### config.mk
export PLATFORM = sky130hd
export DESIGN_NAME = mspwm_top
export DESIGN_NICKNAME = d
export VERILOG_FILES = /design/src/design/mspwm_pkg.sv /design/src/design/mspwm_top.sv /design/src/design/mspwm_prescaler.sv
export VERILOG_INCLUDE_DIRS = /design/src /design/src/design
export SDC_FILE = /design/constraint.sdc
export NUM_CORES = 1
export LEC_CHECK = 0
export BUFFER_PORTS_ARGS = -buffer_cell sky130_fd_sc_hd__buf_2
export CORE_MARGIN = 10
export CORE_UTILIZATION = 33
export CTS_CLUSTER_DIAMETER = 30
export DETAILED_ROUTE_END_ITERATION = 10
export GPL_TIMING_DRIVEN = 1
export SETUP_SLACK_MARGIN = 0.3
export SYNTH_ARGS = -nofsm -noshare
export SYNTH_HDL_FRONTEND = slang
export SYNTH_HIERARCHICAL = 1
export SYNTH_SLANG_ARGS = --single-unit
export TNS_END_PERCENT = 20
### constraint.sdc
create_clock -name core_clk -period 2.35 [get_ports core_clk]
set_input_delay 0.1175 -clock core_clk [delete_from_list [all_inputs] [get_ports core_clk]]
set_output_delay 0.1175 -clock core_clk [all_outputs]
set_load 0.005 [all_outputs]
### src/design/mspwm_params.svh
// constants for the master/slave pwm timer pair
//
// Overview of operation
// count clock from fclk down to fclk/2^15
// sub and low-speed clocks on channel 5 only
// unit idles until unit clock enable set
// down counters; period is master value plus one
// active high: high width equals slave value
// active low: high width is period minus slave
// master interrupt when counting starts
// master interrupt one tick after reaching zero
// slave interrupt one tick after reaching zero
// software updates data on master interrupt
// master data rewritten only to change period
// slave data rewritten only to change width
// start and stop by trigger bits
// both count registers readable at all times
// master interrupt reloads; slave interrupt ends pulse
`ifndef MSPWM_PARAMS_SVH
`define MSPWM_PARAMS_SVH

// counter width and zero value
`define MSPWM_CNT_W 16
`define MSPWM_CNT_ZERO 16'h0000
`define MSPWM_CNT_ONE 16'h0001

// prescaler: divide by 2^sel, sel up to this value
`define MSPWM_DIV_MAX 15
`define MSPWM_DIV_SEL_W 4

// only this channel may use the sub or low-speed clock
`define MSPWM_EXT_SRC_CHANNEL 5

`endif

### src/design/mspwm_pkg.sv
// types shared by the master/slave pwm timer pair
package mspwm_pkg;

   // count clock source selection
   typedef enum logic [1:0] {
      MSPWM_SRC_PRESCALED = 2'b00,
      MSPWM_SRC_SUB = 2'b01,
      MSPWM_SRC_LOWSPEED = 2'b10
   } mspwm_src_e;

endpackage

### src/design/mspwm_top.sv
// master/slave pwm pair: period counter, width counter, output stage
`timescale 1ns/1ps
`include "mspwm_params.svh"

module mspwm_top
   import mspwm_pkg::*;
#(
   parameter int CNT_W = `MSPWM_CNT_W,
   parameter int CHANNEL_NUM = 0
) (
   // clock and reset
   input wire logic core_clk,
   input wire logic sys_rst,
   // unit enable (peripheral enable register bit)
   input wire logic unit_clock_enable,
   // count clock selection
   input wire mspwm_src_e clk_src_sel,
   input wire logic [`MSPWM_DIV_SEL_W-1:0] prescale_sel,
   // asynchronous clock pins for the sub and low-speed options
   input wire logic sub_clk_pin,
   input wire logic lowspeed_clk_pin,
   // trigger pulses, one core_clk cycle each
   input wire logic channel_start_trigger,
   input wire logic channel_stop_trigger,
   // mode and data
   input wire logic start_irq_enable,
   input wire logic output_polarity_select,
   input wire logic [CNT_W-1:0] master_data_reg,
   input wire logic [CNT_W-1:0] slave_data_reg,
   // counter readback
   output logic [CNT_W-1:0] master_count_reg,
   output logic [CNT_W-1:0] slave_count_reg,
   // interrupt pulses
   output logic master_channel_irq,
   output logic slave_channel_irq,
   // status and waveform
   output logic running,
   output logic pwm_out
);

   // the counter must be wide enough to hold a useful period
   if (CNT_W < 2 || CNT_W > 32) begin : g_chk
      $error("mspwm_top: CNT_W out of range");
   end

   ////////////////////////////////////////////////////////////////////
   // count clock

   localparam bit EXT_OK = (CHANNEL_NUM == `MSPWM_EXT_SRC_CHANNEL);

   logic tick; // one-cycle count clock pulse

   // prescaler runs only while the unit is clocked
   mspwm_prescaler #(
      .DIV_MAX(`MSPWM_DIV_MAX),
      .EXT_ALLOWED(EXT_OK)
   ) u_prescaler (
      .core_clk(core_clk),
      .sys_rst(sys_rst),
      .enable(unit_clock_enable),
      .div_sel(prescale_sel),
      .src_sel(clk_src_sel),
      .sub_clk_pin(sub_clk_pin),
      .lowspeed_clk_pin(lowspeed_clk_pin),
      .tick(tick)
   );

   ////////////////////////////////////////////////////////////////////
   // helpers

   // value minus one, floored at zero
   function automatic logic [CNT_W-1:0] dec_floor(
      input logic [CNT_W-1:0] v
   );
      dec_floor = (v == '0) ? '0 : v - 1'b1;
   endfunction

   ////////////////////////////////////////////////////////////////////
   // state

   logic run_q, run_d; // counting enabled
   logic [CNT_W-1:0] mcnt_q, mcnt_d; // master down counter
   logic [CNT_W-1:0] scnt_q, scnt_d; // slave down counter
   logic sarm_q, sarm_d; // slave waits for its zero tick
   logic act_q, act_d; // pulse in its active phase
   logic mirq_q, mirq_d; // master interrupt pulse
   logic sirq_q, sirq_d; // slave interrupt pulse
   logic pwm_q, pwm_d; // pin level after polarity

   // period boundary: master already at zero and another tick arrives
   logic m_wrap;
   // slave end: slave already at zero and another tick arrives
   logic s_end;

   ////////////////////////////////////////////////////////////////////
   // next-state logic for the whole pair
   always_comb begin
      run_d = run_q;
      mcnt_d = mcnt_q;
      scnt_d = scnt_q;
      sarm_d = sarm_q;
      act_d = act_q;
      mirq_d = 1'b0;
      sirq_d = 1'b0;
      m_wrap = 1'b0;
      s_end = 1'b0;

      if (!unit_clock_enable) begin
         // unit unclocked: nothing runs and triggers are ignored
         run_d = 1'b0;
         sarm_d = 1'b0;
         act_d = 1'b0;
      end else if (channel_stop_trigger) begin
         // stop wins over a start in the same cycle; counts are kept
         // so software can still read where counting halted
         run_d = 1'b0;
         sarm_d = 1'b0;
         act_d = 1'b0;
      end else if (channel_start_trigger) begin
         // start or restart: load both counters from data
         run_d = 1'b1;
         mcnt_d = master_data_reg;
         scnt_d = dec_floor(slave_data_reg);
         // a zero width never turns the output on
         sarm_d = (slave_data_reg != '0);
         act_d = (slave_data_reg != '0);
         mirq_d = start_irq_enable;
      end else if (run_q && tick) begin
         // master counts down; zero plus one tick ends the period
         if (mcnt_q == `MSPWM_CNT_ZERO) begin
            m_wrap = 1'b1;
         end
         // slave reaches its end on the tick after hitting zero
         if (sarm_q && scnt_q == `MSPWM_CNT_ZERO) begin
            s_end = 1'b1;
         end

         if (m_wrap) begin
            // period boundary: reload both and restart the pulse
            mcnt_d = master_data_reg;
            mirq_d = 1'b1;
            // the slave is loaded one short so the active phase
            // lasts exactly the slave value in ticks
            scnt_d = dec_floor(slave_data_reg);
            sarm_d = (slave_data_reg != '0);
            act_d = (slave_data_reg != '0);
            // a slave end colliding with the boundary still reports
            sirq_d = s_end;
         end else begin
            mcnt_d = mcnt_q - 1'b1;
            if (s_end) begin
               // pulse over: interrupt and fall to inactive
               sirq_d = 1'b1;
               sarm_d = 1'b0;
               act_d = 1'b0;
            end else if (sarm_q) begin
               scnt_d = scnt_q - 1'b1;
            end
         end
      end

      // polarity: active high shows the pulse, active low inverts it,
      // giving a high width of period minus slave value
      pwm_d = run_d & (act_d ^ output_polarity_select);
      if (!run_d) begin
         // idle level follows polarity while the unit is clocked: low for
         // active high and high for active low; with the unit unclocked it is low
         pwm_d = output_polarity_select & ~unit_clock_enable ? 1'b0
            : output_polarity_select;
      end
   end

   ////////////////////////////////////////////////////////////////////
   // registers for the pair
   always_ff @(posedge core_clk) begin
      if (sys_rst) begin
         run_q <= 1'b0;
         mcnt_q <= '0;
         scnt_q <= '0;
         sarm_q <= 1'b0;
         act_q <= 1'b0;
         mirq_q <= 1'b0;
         sirq_q <= 1'b0;
         pwm_q <= 1'b0;
      end else begin
         run_q <= run_d;
         mcnt_q <= mcnt_d;
         scnt_q <= scnt_d;
         sarm_q <= sarm_d;
         act_q <= act_d;
         mirq_q <= mirq_d;
         sirq_q <= sirq_d;
         pwm_q <= pwm_d;
      end
   end

   ////////////////////////////////////////////////////////////////////
   // outputs, each straight from a flop

   // live counts, readable any time, also after a stop
   assign master_count_reg = mcnt_q;
   assign slave_count_reg = scnt_q;

   // software reloads data on this pulse so new values land on
   // the next period boundary; data is sampled only at reloads
   assign master_channel_irq = mirq_q;
   assign slave_channel_irq = sirq_q;

   assign running = run_q;
   assign pwm_out = pwm_q;

endmodule

### src/design/mspwm_prescaler.sv
// count clock generator: prescaler plus external clock edge ticks
`timescale 1ns/1ps
`include "mspwm_params.svh"

module mspwm_prescaler
   import mspwm_pkg::*;
#(
   parameter int DIV_MAX = `MSPWM_DIV_MAX,
   parameter bit EXT_ALLOWED = 1'b0
) (
   // clock and reset
   input wire logic core_clk,
   input wire logic sys_rst,
   // control
   input wire logic enable,
   input wire logic [`MSPWM_DIV_SEL_W-1:0] div_sel,
   input wire mspwm_src_e src_sel,
   // asynchronous clock pins
   input wire logic sub_clk_pin,
   input wire logic lowspeed_clk_pin,
   // one-cycle count clock tick
   output logic tick
);

   // select field must reach every divide setting
   if (DIV_MAX >= (1 << `MSPWM_DIV_SEL_W) || DIV_MAX < 1) begin : g_chk
      $error("mspwm_prescaler: DIV_MAX out of range");
   end

   logic [DIV_MAX-1:0] div_q, div_d; // free prescale counter
   logic [2:0] sub_q, sub_d; // sync pair plus edge stage
   logic [2:0] ls_q, ls_d; // sync pair plus edge stage
   logic tick_q, tick_d; // registered tick
   logic [DIV_MAX-1:0] mask; // low bits that must all be ones

   ////////////////////////////////////////////////////////////////////
   // next values; the edge stage reads only the second sync flop
   always_comb begin
      div_d = enable ? div_q + 1'b1 : '0;
      sub_d = {sub_q[1], sub_q[0], sub_clk_pin};
      ls_d = {ls_q[1], ls_q[0], lowspeed_clk_pin};
      mask = '0;
      for (int i = 0; i < DIV_MAX; i++) begin
         if (i < int'(div_sel)) begin
            mask[i] = 1'b1;
         end
      end
      tick_d = 1'b0;
      if (enable) begin
         // external sources only where the channel permits R2
         if (EXT_ALLOWED && src_sel == MSPWM_SRC_SUB) begin
            tick_d = sub_q[1] & ~sub_q[2];
         end else if (EXT_ALLOWED && src_sel == MSPWM_SRC_LOWSPEED) begin
            tick_d = ls_q[1] & ~ls_q[2];
         end else begin
            // fclk/2^sel: tick when selected low bits are all ones
            tick_d = ((div_q & mask) == mask);
         end
      end
   end

   ////////////////////////////////////////////////////////////////////
   // registers
   always_ff @(posedge core_clk) begin
      if (sys_rst) begin
         div_q <= '0;
         sub_q <= 3'h0;
         ls_q <= 3'h0;
         tick_q <= 1'b0;
      end else begin
         div_q <= div_d;
         sub_q <= sub_d;
         ls_q <= ls_d;
         tick_q <= tick_d;
      end
   end

   assign tick = tick_q;

endmodule

==> impl_metrics.ini, run 1 <==
[outcome]
status = finished, final reports clean

[worst_setup_path]
arrival_ps = 2300
slowest_delay_ps = 380
end_kind = flop
required_ps = 2540
path_delay_family = simple AND/OR/NAND/NOR gates
path_class = flop to flop
cp_max_fo = 4
cp_num_buf_inv = 3
cp_slowest_cell = or3_1
crit_chain = inv_2 > ha_4 > or3b_4 > buf_12 > o41ai_4 > buf_4 > or3_1 > o311ai_0 > a21oi_1
cp-start-kind = flop

[cells_and_area]
num-fill-cells = 1128
layout-drive-gt1-share_pct = 28.45
final_common_cell = buf_2
nNetsFinal = 620
seqCellArea_um2 = 1089
final_cell_mix = buf_2, nor2_1, dfxtp_1, a21oi_1, nand2_1
synthToLayoutAreaGrowth_pct = 25.20
multi_input_area_um2 = 2472
diodes = 0

[timing]
layout_min_cycle_time_ps = 2104
finalSetupViolCount = 0
whs_ps = 60.18
hold_viol = 0
tns_ps = 0
timing_max_transition_violations_final = 0
fmax_mhz = 475.3
finClkSkew_ps = 19.04
grt_setup_unrepaired = true
tightest_slew_ps = 647.7
maxSlewHeadroom_pct = 56.82
final.period_utilization_pct = 89.53

[power_and_ir_drop]
vdd_drop_max_uv = 372.3
seqPwrFrac_pct = 40.2
p_leak_nw = 1.775
switchingPower_uw = 819.4
clockPowerShare_pct = 26.1
swShare_pct = 33.25
internal_power_mw = 1.645
power_density_nw_per_um2 = 537.2
comb_power_share_pct = 33.7

[yosys]
async_reset_ff_share_pct = 0
syn_area_um2 = 3664
yosys_warnings = 6
synth_ff_type = dfxtp_1
syn-num-nets = 531
synth.ff_latch_count = 54
synth_cells = 477
synth_edf_count = 0
syn_area_per_cell_um2 = 7.680
seq_area_frac_synth_pct = 29.51
synth.distinct_cells = 72

[cts]
cts_num_sinks = 54
numCtsBuffers = 5
clkTransAtPathRegs_ps = 110
cts_max_path_buffers = 2
cts_root_buf = clkbuf_8
clk-insertion-delay-late_ps = 310
cts_tree = built
cts_htree_levels = 2

[detailed_routing]
vias = 3948
routedWlPerCell_um = 16.40
drt-vias-per-instance = 5.592
drt_pass1_iterations = 7
drt_iter0_markers = 315
ant_nets = 0
wl_um = 11580
post-route-drc-count = 0

[placed_design]
dp_hpwl_um = 8557
io_buffers = 78
gp_congestion = 0.8514

[global_route]
grt_pass1_wl_um = 18450
grt_pass1_vias = 3705
grt_max_degree = 55
gr-total-overflow = 0
globalRouteTotalUtil_pct = 13.55
grt_antenna_before_repair = 1

[floorplanning]
rows = 38
dieArea_um2 = 15720
die_h_um = 125.4
die-width_um = 125.4
initial_core_util_pct = 33.80
fp.coreArea_um2 = 10840
ios = 83

[hold_path]
min_path_type = input pin to flop

[run]
cap_violations = 0
## through the flow
stage	cell area, µm²	utilization [%]	power (mW)	instances	setup slack [ps]
2_1_floorplan	3664	-	1.515	477	325.2
3_3_place_gp	4263	39.32	1.738	688	140.4
4_1_cts	4486	41.38	2.435	703	239.7
6_report	4587	42.31	2.464	706	246.0
5_1_grt	4587	42.31	2.605	706	150.9
3_5_place_dp	4263	39.32	1.748	688	100.6
## logic make-up (layout without fill, tap and decap cells)
kind of cell             count (synthesis)  in the layout  synth area share, %
AO/OA/AOI/OAI                          147            147                26.71
multiplexers                             4              4                1.127
buffers and inverters                   44            133                5.464
AND/OR/NAND/NOR                        204            204                30.74
XOR/XNOR                                17             17                4.064
adder cells (fa/ha/maj)                  7              7                2.391
flip-flops                              54             54                29.51
## worst min-delay path, delay by kind of cell
kind	cells	cell delay, ps
buffers and inverters	1	80
AND/OR/NAND/NOR	1	80
AO/OA/AOI/OAI	1	50
## power groups by stage
| stage | registers [mW] | clock network [mW] | logic, mW |
|---|---|---|---|
| detailed placement | 1.01 | 0 | 0.740 |
| finish | 0.991 | 0.643 | 0.830 |
| global placement | 1.01 | 0 | 0.732 |
| global route | 0.997 | 0.695 | 0.913 |
| floorplan | 1.01 | 0 | 0.508 |
| CTS | 0.989 | 0.666 | 0.781 |
## per-layer routing
| metal | vias to the layer above | part of all wire, % | global-route usage (%) |
|---|---|---|---|
| met2 | 128 | 48 | 22.74 |
| met4 | 2 | 0.64 | 2.168 |
| met5 | - | 0.060 | 0 |
| met1 | 1867 | 45 | 17.65 |
| met3 | 6 | 6.2 | 2.873 |
| li1 | 1945 | - | - |
## layout make-up
class,count,area share [%]
clock buffers,6,1.800
clock inverters,1,0.6547
inverters,20,1.637
multi-input cells,379,53.90
flip-flops and latches,54,23.73
well taps,140,3.819
repair buffers,106,14.46
## Yosys cell counts (6+ instances only)
cell type	number	area, µm²
a21oi_1	47	235.2
inv_1	20	75.07
nor4_1	6	37.54
a21o_1	7	52.55
nand2_1	29	108.9
o21ai_1	23	115.1
ha_1	7	87.58
nor2_1	52	195.2
a211oi_1	7	52.55
dfxtp_1	54	1081
xor2_1	12	105.1
clkbuf_1	14	52.55
nor3_1	28	140.1
nand4_1	11	68.82
o21ai_0	18	90.09
or3_1	8	50.05
nand3_1	23	115.1
## path summary, 6_finish.rpt
check	startpoint	end	slack [ps]	cells past startpoint
worst min-delay path	start_irq_enable	master_channel_irq	60	3
worst max-delay path	slave_count_reg[0]	slave_count_reg[11]	250	9
worst max register to register	slave_count_reg[0]	slave_count_reg[11]	250	9
worst min register to register	u_prescaler/div_q[0]	u_prescaler/div_q[0]	500	1
## what timing repair did
item,in CTS,in global routing
setup endpoints to repair,14,20
cloned,0,1
buffers inserted,8,2
hold buffers,0,0
endpoints found under the hold margin,0,0
resized for setup,12,14
pin swaps,10,8
Power figures use the tool's default switching activity.
==> inputs of run 2 (changes only) <==
--- a/config.mk
+++ b/config.mk
@@ -11,7 +11,9 @@
 export CORE_UTILIZATION = 33
 export CTS_CLUSTER_DIAMETER = 30
+export CTS_CLUSTER_SIZE = 25
 export DETAILED_ROUTE_END_ITERATION = 10
 export GPL_TIMING_DRIVEN = 1
 export SETUP_SLACK_MARGIN = 0.3
+export SKIP_LAST_GASP = 1
 export SYNTH_ARGS = -nofsm -noshare
 export SYNTH_HDL_FRONTEND = slang
==> constraint.sdc (replaced) <==
create_clock -name core_clk -period 2.35 [get_ports core_clk]
set_input_delay 0.1175 -clock core_clk [delete_from_list [all_inputs] [get_ports core_clk]]
set_output_delay 0.1175 -clock core_clk [all_outputs]
set_load 0.1 [all_outputs]
==> run 2 against run 1 <==
Effect of this change: sequential share of layout area rose by 1.3 points; fmax down 1.8%; worst setup slack got worse by 38 ps; cell count rose by 0.99%; register-to-register slack got worse by 40 ps; via count fell by 0.33%.
==> impl_metrics.ini, run 2 (synthesis gave the netlist of run 1 again) <==
[outcome]
status = finished, final reports clean

[placed_design]
dp_hpwl_um = 8558
gp_congestion = 0.8995
io_buffers = 78

[cts]
cts_root_buf = clkbuf_8
cts_htree_levels = 2
cts_max_path_buffers = 2
postCtsHoldBufs = 0
clkTransAtPathRegs_ps = 100
cts_tree = built
clk-insertion-delay-late_ps = 310
numCtsBuffers = 5
cts_num_sinks = 54

[cells_and_area]
multi_input_area_um2 = 2477
final_cell_mix = buf_2, nor2_1, a21oi_1, nand2_1, buf_4
num-fill-cells = 1090
seqCellArea_um2 = 1175
final_common_cell = buf_2
utilization_pct = 43.36
nNetsFinal = 625
layout-drive-gt1-share_pct = 34.09
synthToLayoutAreaGrowth_pct = 28.31

[timing]
maxSlewHeadroom_pct = 58.71
finClkSkew_ps = 19.35
grt_setup_unrepaired = true
hold_viol = 0
finalSetupViolCount = 0
final.period_utilization_pct = 91.14
layout_min_cycle_time_ps = 2142
whs_ps = 78.76
timing_max_transition_violations_final = 0
tns_ps = 0
tightest_slew_ps = 619.4
fmax_mhz = 466.9

[worst_setup_path]
arrival_ps = 2310
cp_max_fo = 5
required_ps = 2520
end_kind = flop
cp-start-kind = flop
path_class = flop to flop

[floorplanning]
dieArea_um2 = 15720
rows = 38
initial_core_util_pct = 33.80
ios = 83
fp.coreArea_um2 = 10840
die_h_um = 125.4
die-width_um = 125.4

[power_and_ir_drop]
p_leak_nw = 1.809
power_density_nw_per_um2 = 569.2
vdd_drop_max_uv = 332.8

[detailed_routing]
drt-vias-per-instance = 5.519
ant_nets = 0
routedWlPerCell_um = 16.47
wl_um = 11740
vias = 3935
post-route-drc-count = 0
drt_pass1_iterations = 5
drt_iter0_markers = 421

[global_route]
grt_max_degree = 46
globalRouteTotalUtil_pct = 13.99
grt_antenna_before_repair = 0
gr-total-overflow = 0
grt_pass1_vias = 3713
grt_pass1_wl_um = 18940

[hold_path]
min_path_type = input pin to flop

[run]
cap_violations = 0
## run 2: final timing paths
kind,start,depth (start not counted),slack (ps),endpoint
worst max register to register,slave_count_reg[1],10,210,slave_count_reg[14]
worst min register to register,master_count_reg[15],2,500,master_count_reg[15]
worst min-delay path,master_data_reg[14],3,80,master_count_reg[14]
worst max-delay path,slave_count_reg[1],10,210,slave_count_reg[14]
## run 2: critical path, stage by stage (launching register included)
cell	delay [ps]
dfxtp_4	370
inv_4	40
ha_4	140
or3b_4	260
buf_6	110
o41ai_4	50
buf_4	160
or4_4	490
a21o_1	200
a21oi_2	100
a21oi_1	70
## run 2: repair_timing
item	in CTS	in global routing
pin swaps	6	10
setup buffers	8	9
hold endpoints to repair	0	0
gates resized for setup	11	5
cloned	0	1
setup endpoints to repair	7	17
## run 2: metrics by stage
step | cells | total power, mW | setup slack [ps] | area, µm²
6_report | 713 | 2.676 | 208.2 | 4701
5_1_grt | 712 | 2.824 | 161.1 | 4698
4_1_cts | 702 | 2.634 | 255.0 | 4582
3_5_place_dp | 686 | 1.978 | 170.6 | 4365
3_3_place_gp | 686 | 1.966 | 222.7 | 4365
2_1_floorplan | 477 | 1.730 | 240.6 | 3781
## run 2: cell type report
| cell class | count | area share, % |
|---|---|---|
| Clock inverter | 1 | 0.6388 |
| Sequential cell | 54 | 24.99 |
| Inverter | 20 | 1.703 |
| Clock buffer | 7 | 1.624 |
| Multi-Input combinational cell | 379 | 52.70 |
| Antenna cell | 1 | 0.05323 |
| Tap cell | 140 | 3.726 |
| Timing Repair Buffer | 111 | 14.56 |
## run 2: routing by layer
metal / vias to the layer above / GRT usage [%] / share of wire, % / routed length (µm)
li1: 1955 / - / - / -
met1: 1853 / 18.48 / 45 / 5299
met2: 118 / 22.71 / 48 / 5609
met3: 9 / 2.746 / 6.1 / 712
met4: 0 / 3.591 / 1.0 / 123
met5: - / 0 / 0 / 0
## run 2: power by group
| group | internal [mW] | switching [mW] | leakage (nW) |
|---|---|---|---|
| clock | 0.320 | 0.301 | 0.0525 |
| combinational | 0.371 | 0.696 | 1.30 |
| sequential | 0.939 | 0.0486 | 0.460 |
==> inputs of run 3 (changes only) <==
Settings changed: HOLD_SLACK_MARGIN set to 0.06, PLACE_DENSITY set to 0.52.
==> run 3 against run 2 <==
Effect of this change: wire length grew 3.6%; combinational power about the same; non-clock buffer count up 4; register-to-register slack lost 30 ps; via count fell by 0.20%; first-iteration DRC count decreased by 23%; core utilization grew 0.18 points; highest routed layer unchanged.
==> impl_metrics.ini, run 3 (synthesis gave the netlist of run 1 again) <==
[outcome]
status = finished, final reports clean

[floorplanning]
dieArea_um2 = 15720
fp.coreArea_um2 = 10840
rows = 38
die_h_um = 125.4
ios = 83
die-width_um = 125.4
initial_core_util_pct = 33.80

[cts]
cts_max_path_buffers = 2
clkTransAtPathRegs_ps = 110
cts_root_buf = clkbuf_8
cts_htree_levels = 2
cts_tree = built
clk-insertion-delay-late_ps = 330
numCtsBuffers = 5
cts_num_sinks = 54

[worst_setup_path]
path_class = flop to flop
required_ps = 2600
cp_slowest_cell = o41ai_4
path_delay_family = compound AO/OA/AOI/OAI gates
cp_max_fo = 5
slowest_delay_ps = 540
cp_num_buf_inv = 1
arrival_ps = 2410
crit_chain = inv_6 > ha_4 > or3b_4 > o41ai_4 > nor2_2 > a22o_1 > a221oi_2
end_kind = flop
cp-start-kind = flop

[timing]
final.period_utilization_pct = 92.31
grt_setup_unrepaired = true
timing_max_transition_violations_final = 0
layout_min_cycle_time_ps = 2169
fmax_mhz = 461.0
hold_viol = 0
finalSetupViolCount = 0
finClkSkew_ps = 16.64
maxSlewHeadroom_pct = 57.94
fin_ws_ps = 180.7
tns_ps = 0
tightest_slew_ps = 631.0

[detailed_routing]
vias = 3927
met3_length_um = 646
drt_iter0_markers = 323
wl_met1_um = 5760
drt-vias-per-instance = 5.485
top_layer = met4
ant_nets = 0
dr_wl_met2_um = 5654
wl_um = 12170
post-route-drc-count = 0
drt_pass1_iterations = 4
routedWlPerCell_um = 16.99

[run]
cap_violations = 0

[cells_and_area]
nNetsFinal = 629
layout-drive-gt1-share_pct = 33.16
final_common_cell = buf_2
fin_cells = 716
fin_area_um2 = 4721
diodes = 0
final_cell_mix = buf_2, nor2_1, a21oi_1, nand2_1
num-fill-cells = 1129
synthToLayoutAreaGrowth_pct = 28.86

[global_route]
grt_antenna_before_repair = 0
globalRouteTotalUtil_pct = 14.47
grt_pass1_wl_um = 19480
gr-total-overflow = 0
grt_pass1_vias = 3776
grt_max_degree = 47

[placed_design]
dp_hpwl_um = 8836
dpl_cell_area_um2 = 4380
gp_congestion = 0.8877
dp.cells = 688
pre_cts_slack_ps = 178.3
io_buffers = 78

[power_and_ir_drop]
switchingPower_mw = 1.082
p_leak_nw = 1.815
clockPowerShare_pct = 20.5
seqPwrFrac_pct = 37.8
swShare_pct = 41.43
comb_power_share_pct = 41.6
internal_power_mw = 1.530
power_density_nw_per_um2 = 553.4
vdd_drop_max_uv = 238.7

[hold_path]
min_path_type = input pin to flop
## run 3: path summary, 6_finish.rpt
check	start	end	slack, ps	cells past startpoint
worst max-delay path	slave_count_reg[0]	slave_count_reg[0]	180	7
worst min register to register	master_count_reg[15]	master_count_reg[15]	490	2
worst max register to register	slave_count_reg[0]	slave_count_reg[0]	180	7
worst min-delay path	master_data_reg[6]	master_count_reg[6]	110	4
## run 3: layer usage
layer	global-route usage (%)	vias up
li1	-	1972
met1	19.40	1853
met2	23.36	92
met3	2.831	10
met4	3.184	0
met5	0	-
## run 3: power by group through the flow
stage          clock network, mW  registers [mW]  logic (mW)
2_1_floorplan                  0            1.22       0.514
3_3_place_gp                   0            1.01       0.977
3_5_place_dp                   0            1.01       0.981
4_1_cts                    0.559           0.987       0.993
5_1_grt                    0.596           0.995        1.17
6_report                   0.536           0.989        1.09
## run 3: tightest hold or removal path: stages
cell     delay, ps
buf_2          100
nand2_1         40
a21o_1         100
a21oi_1         50
## run 3: metrics by stage
step                utilization [%]  power (mW)  hold slack [ps]
floorplan                         -       1.730            205.5
global placement              40.41       1.984            385.7
detailed placement            40.41       1.989            387.7
CTS                           41.78       2.538            98.08
global route                  43.55       2.760            99.88
finish                        43.55       2.612            108.0
## run 3: final cells by class
cell class,count,area (µm²),share of cell area [%]
Clock buffer,6,72.57,1.537
Clock inverter,2,8.758,0.1855
Inverter,20,85.08,1.802
Multi-Input combinational cell,379,2461,52.13
Sequential cell,54,1175,24.89
Tap cell,140,175.2,3.711
Timing Repair Buffer,115,743.2,15.74
## run 3: what timing repair did
item                                    4_1_cts  5_1_grt
hold buffers                                  6        0
endpoints found under the setup margin        9       24
gates resized for setup                       0       14
cloned                                        0        2
endpoints found under the hold margin         6        0
buffers inserted                              1       11
pin swaps                                     1       11
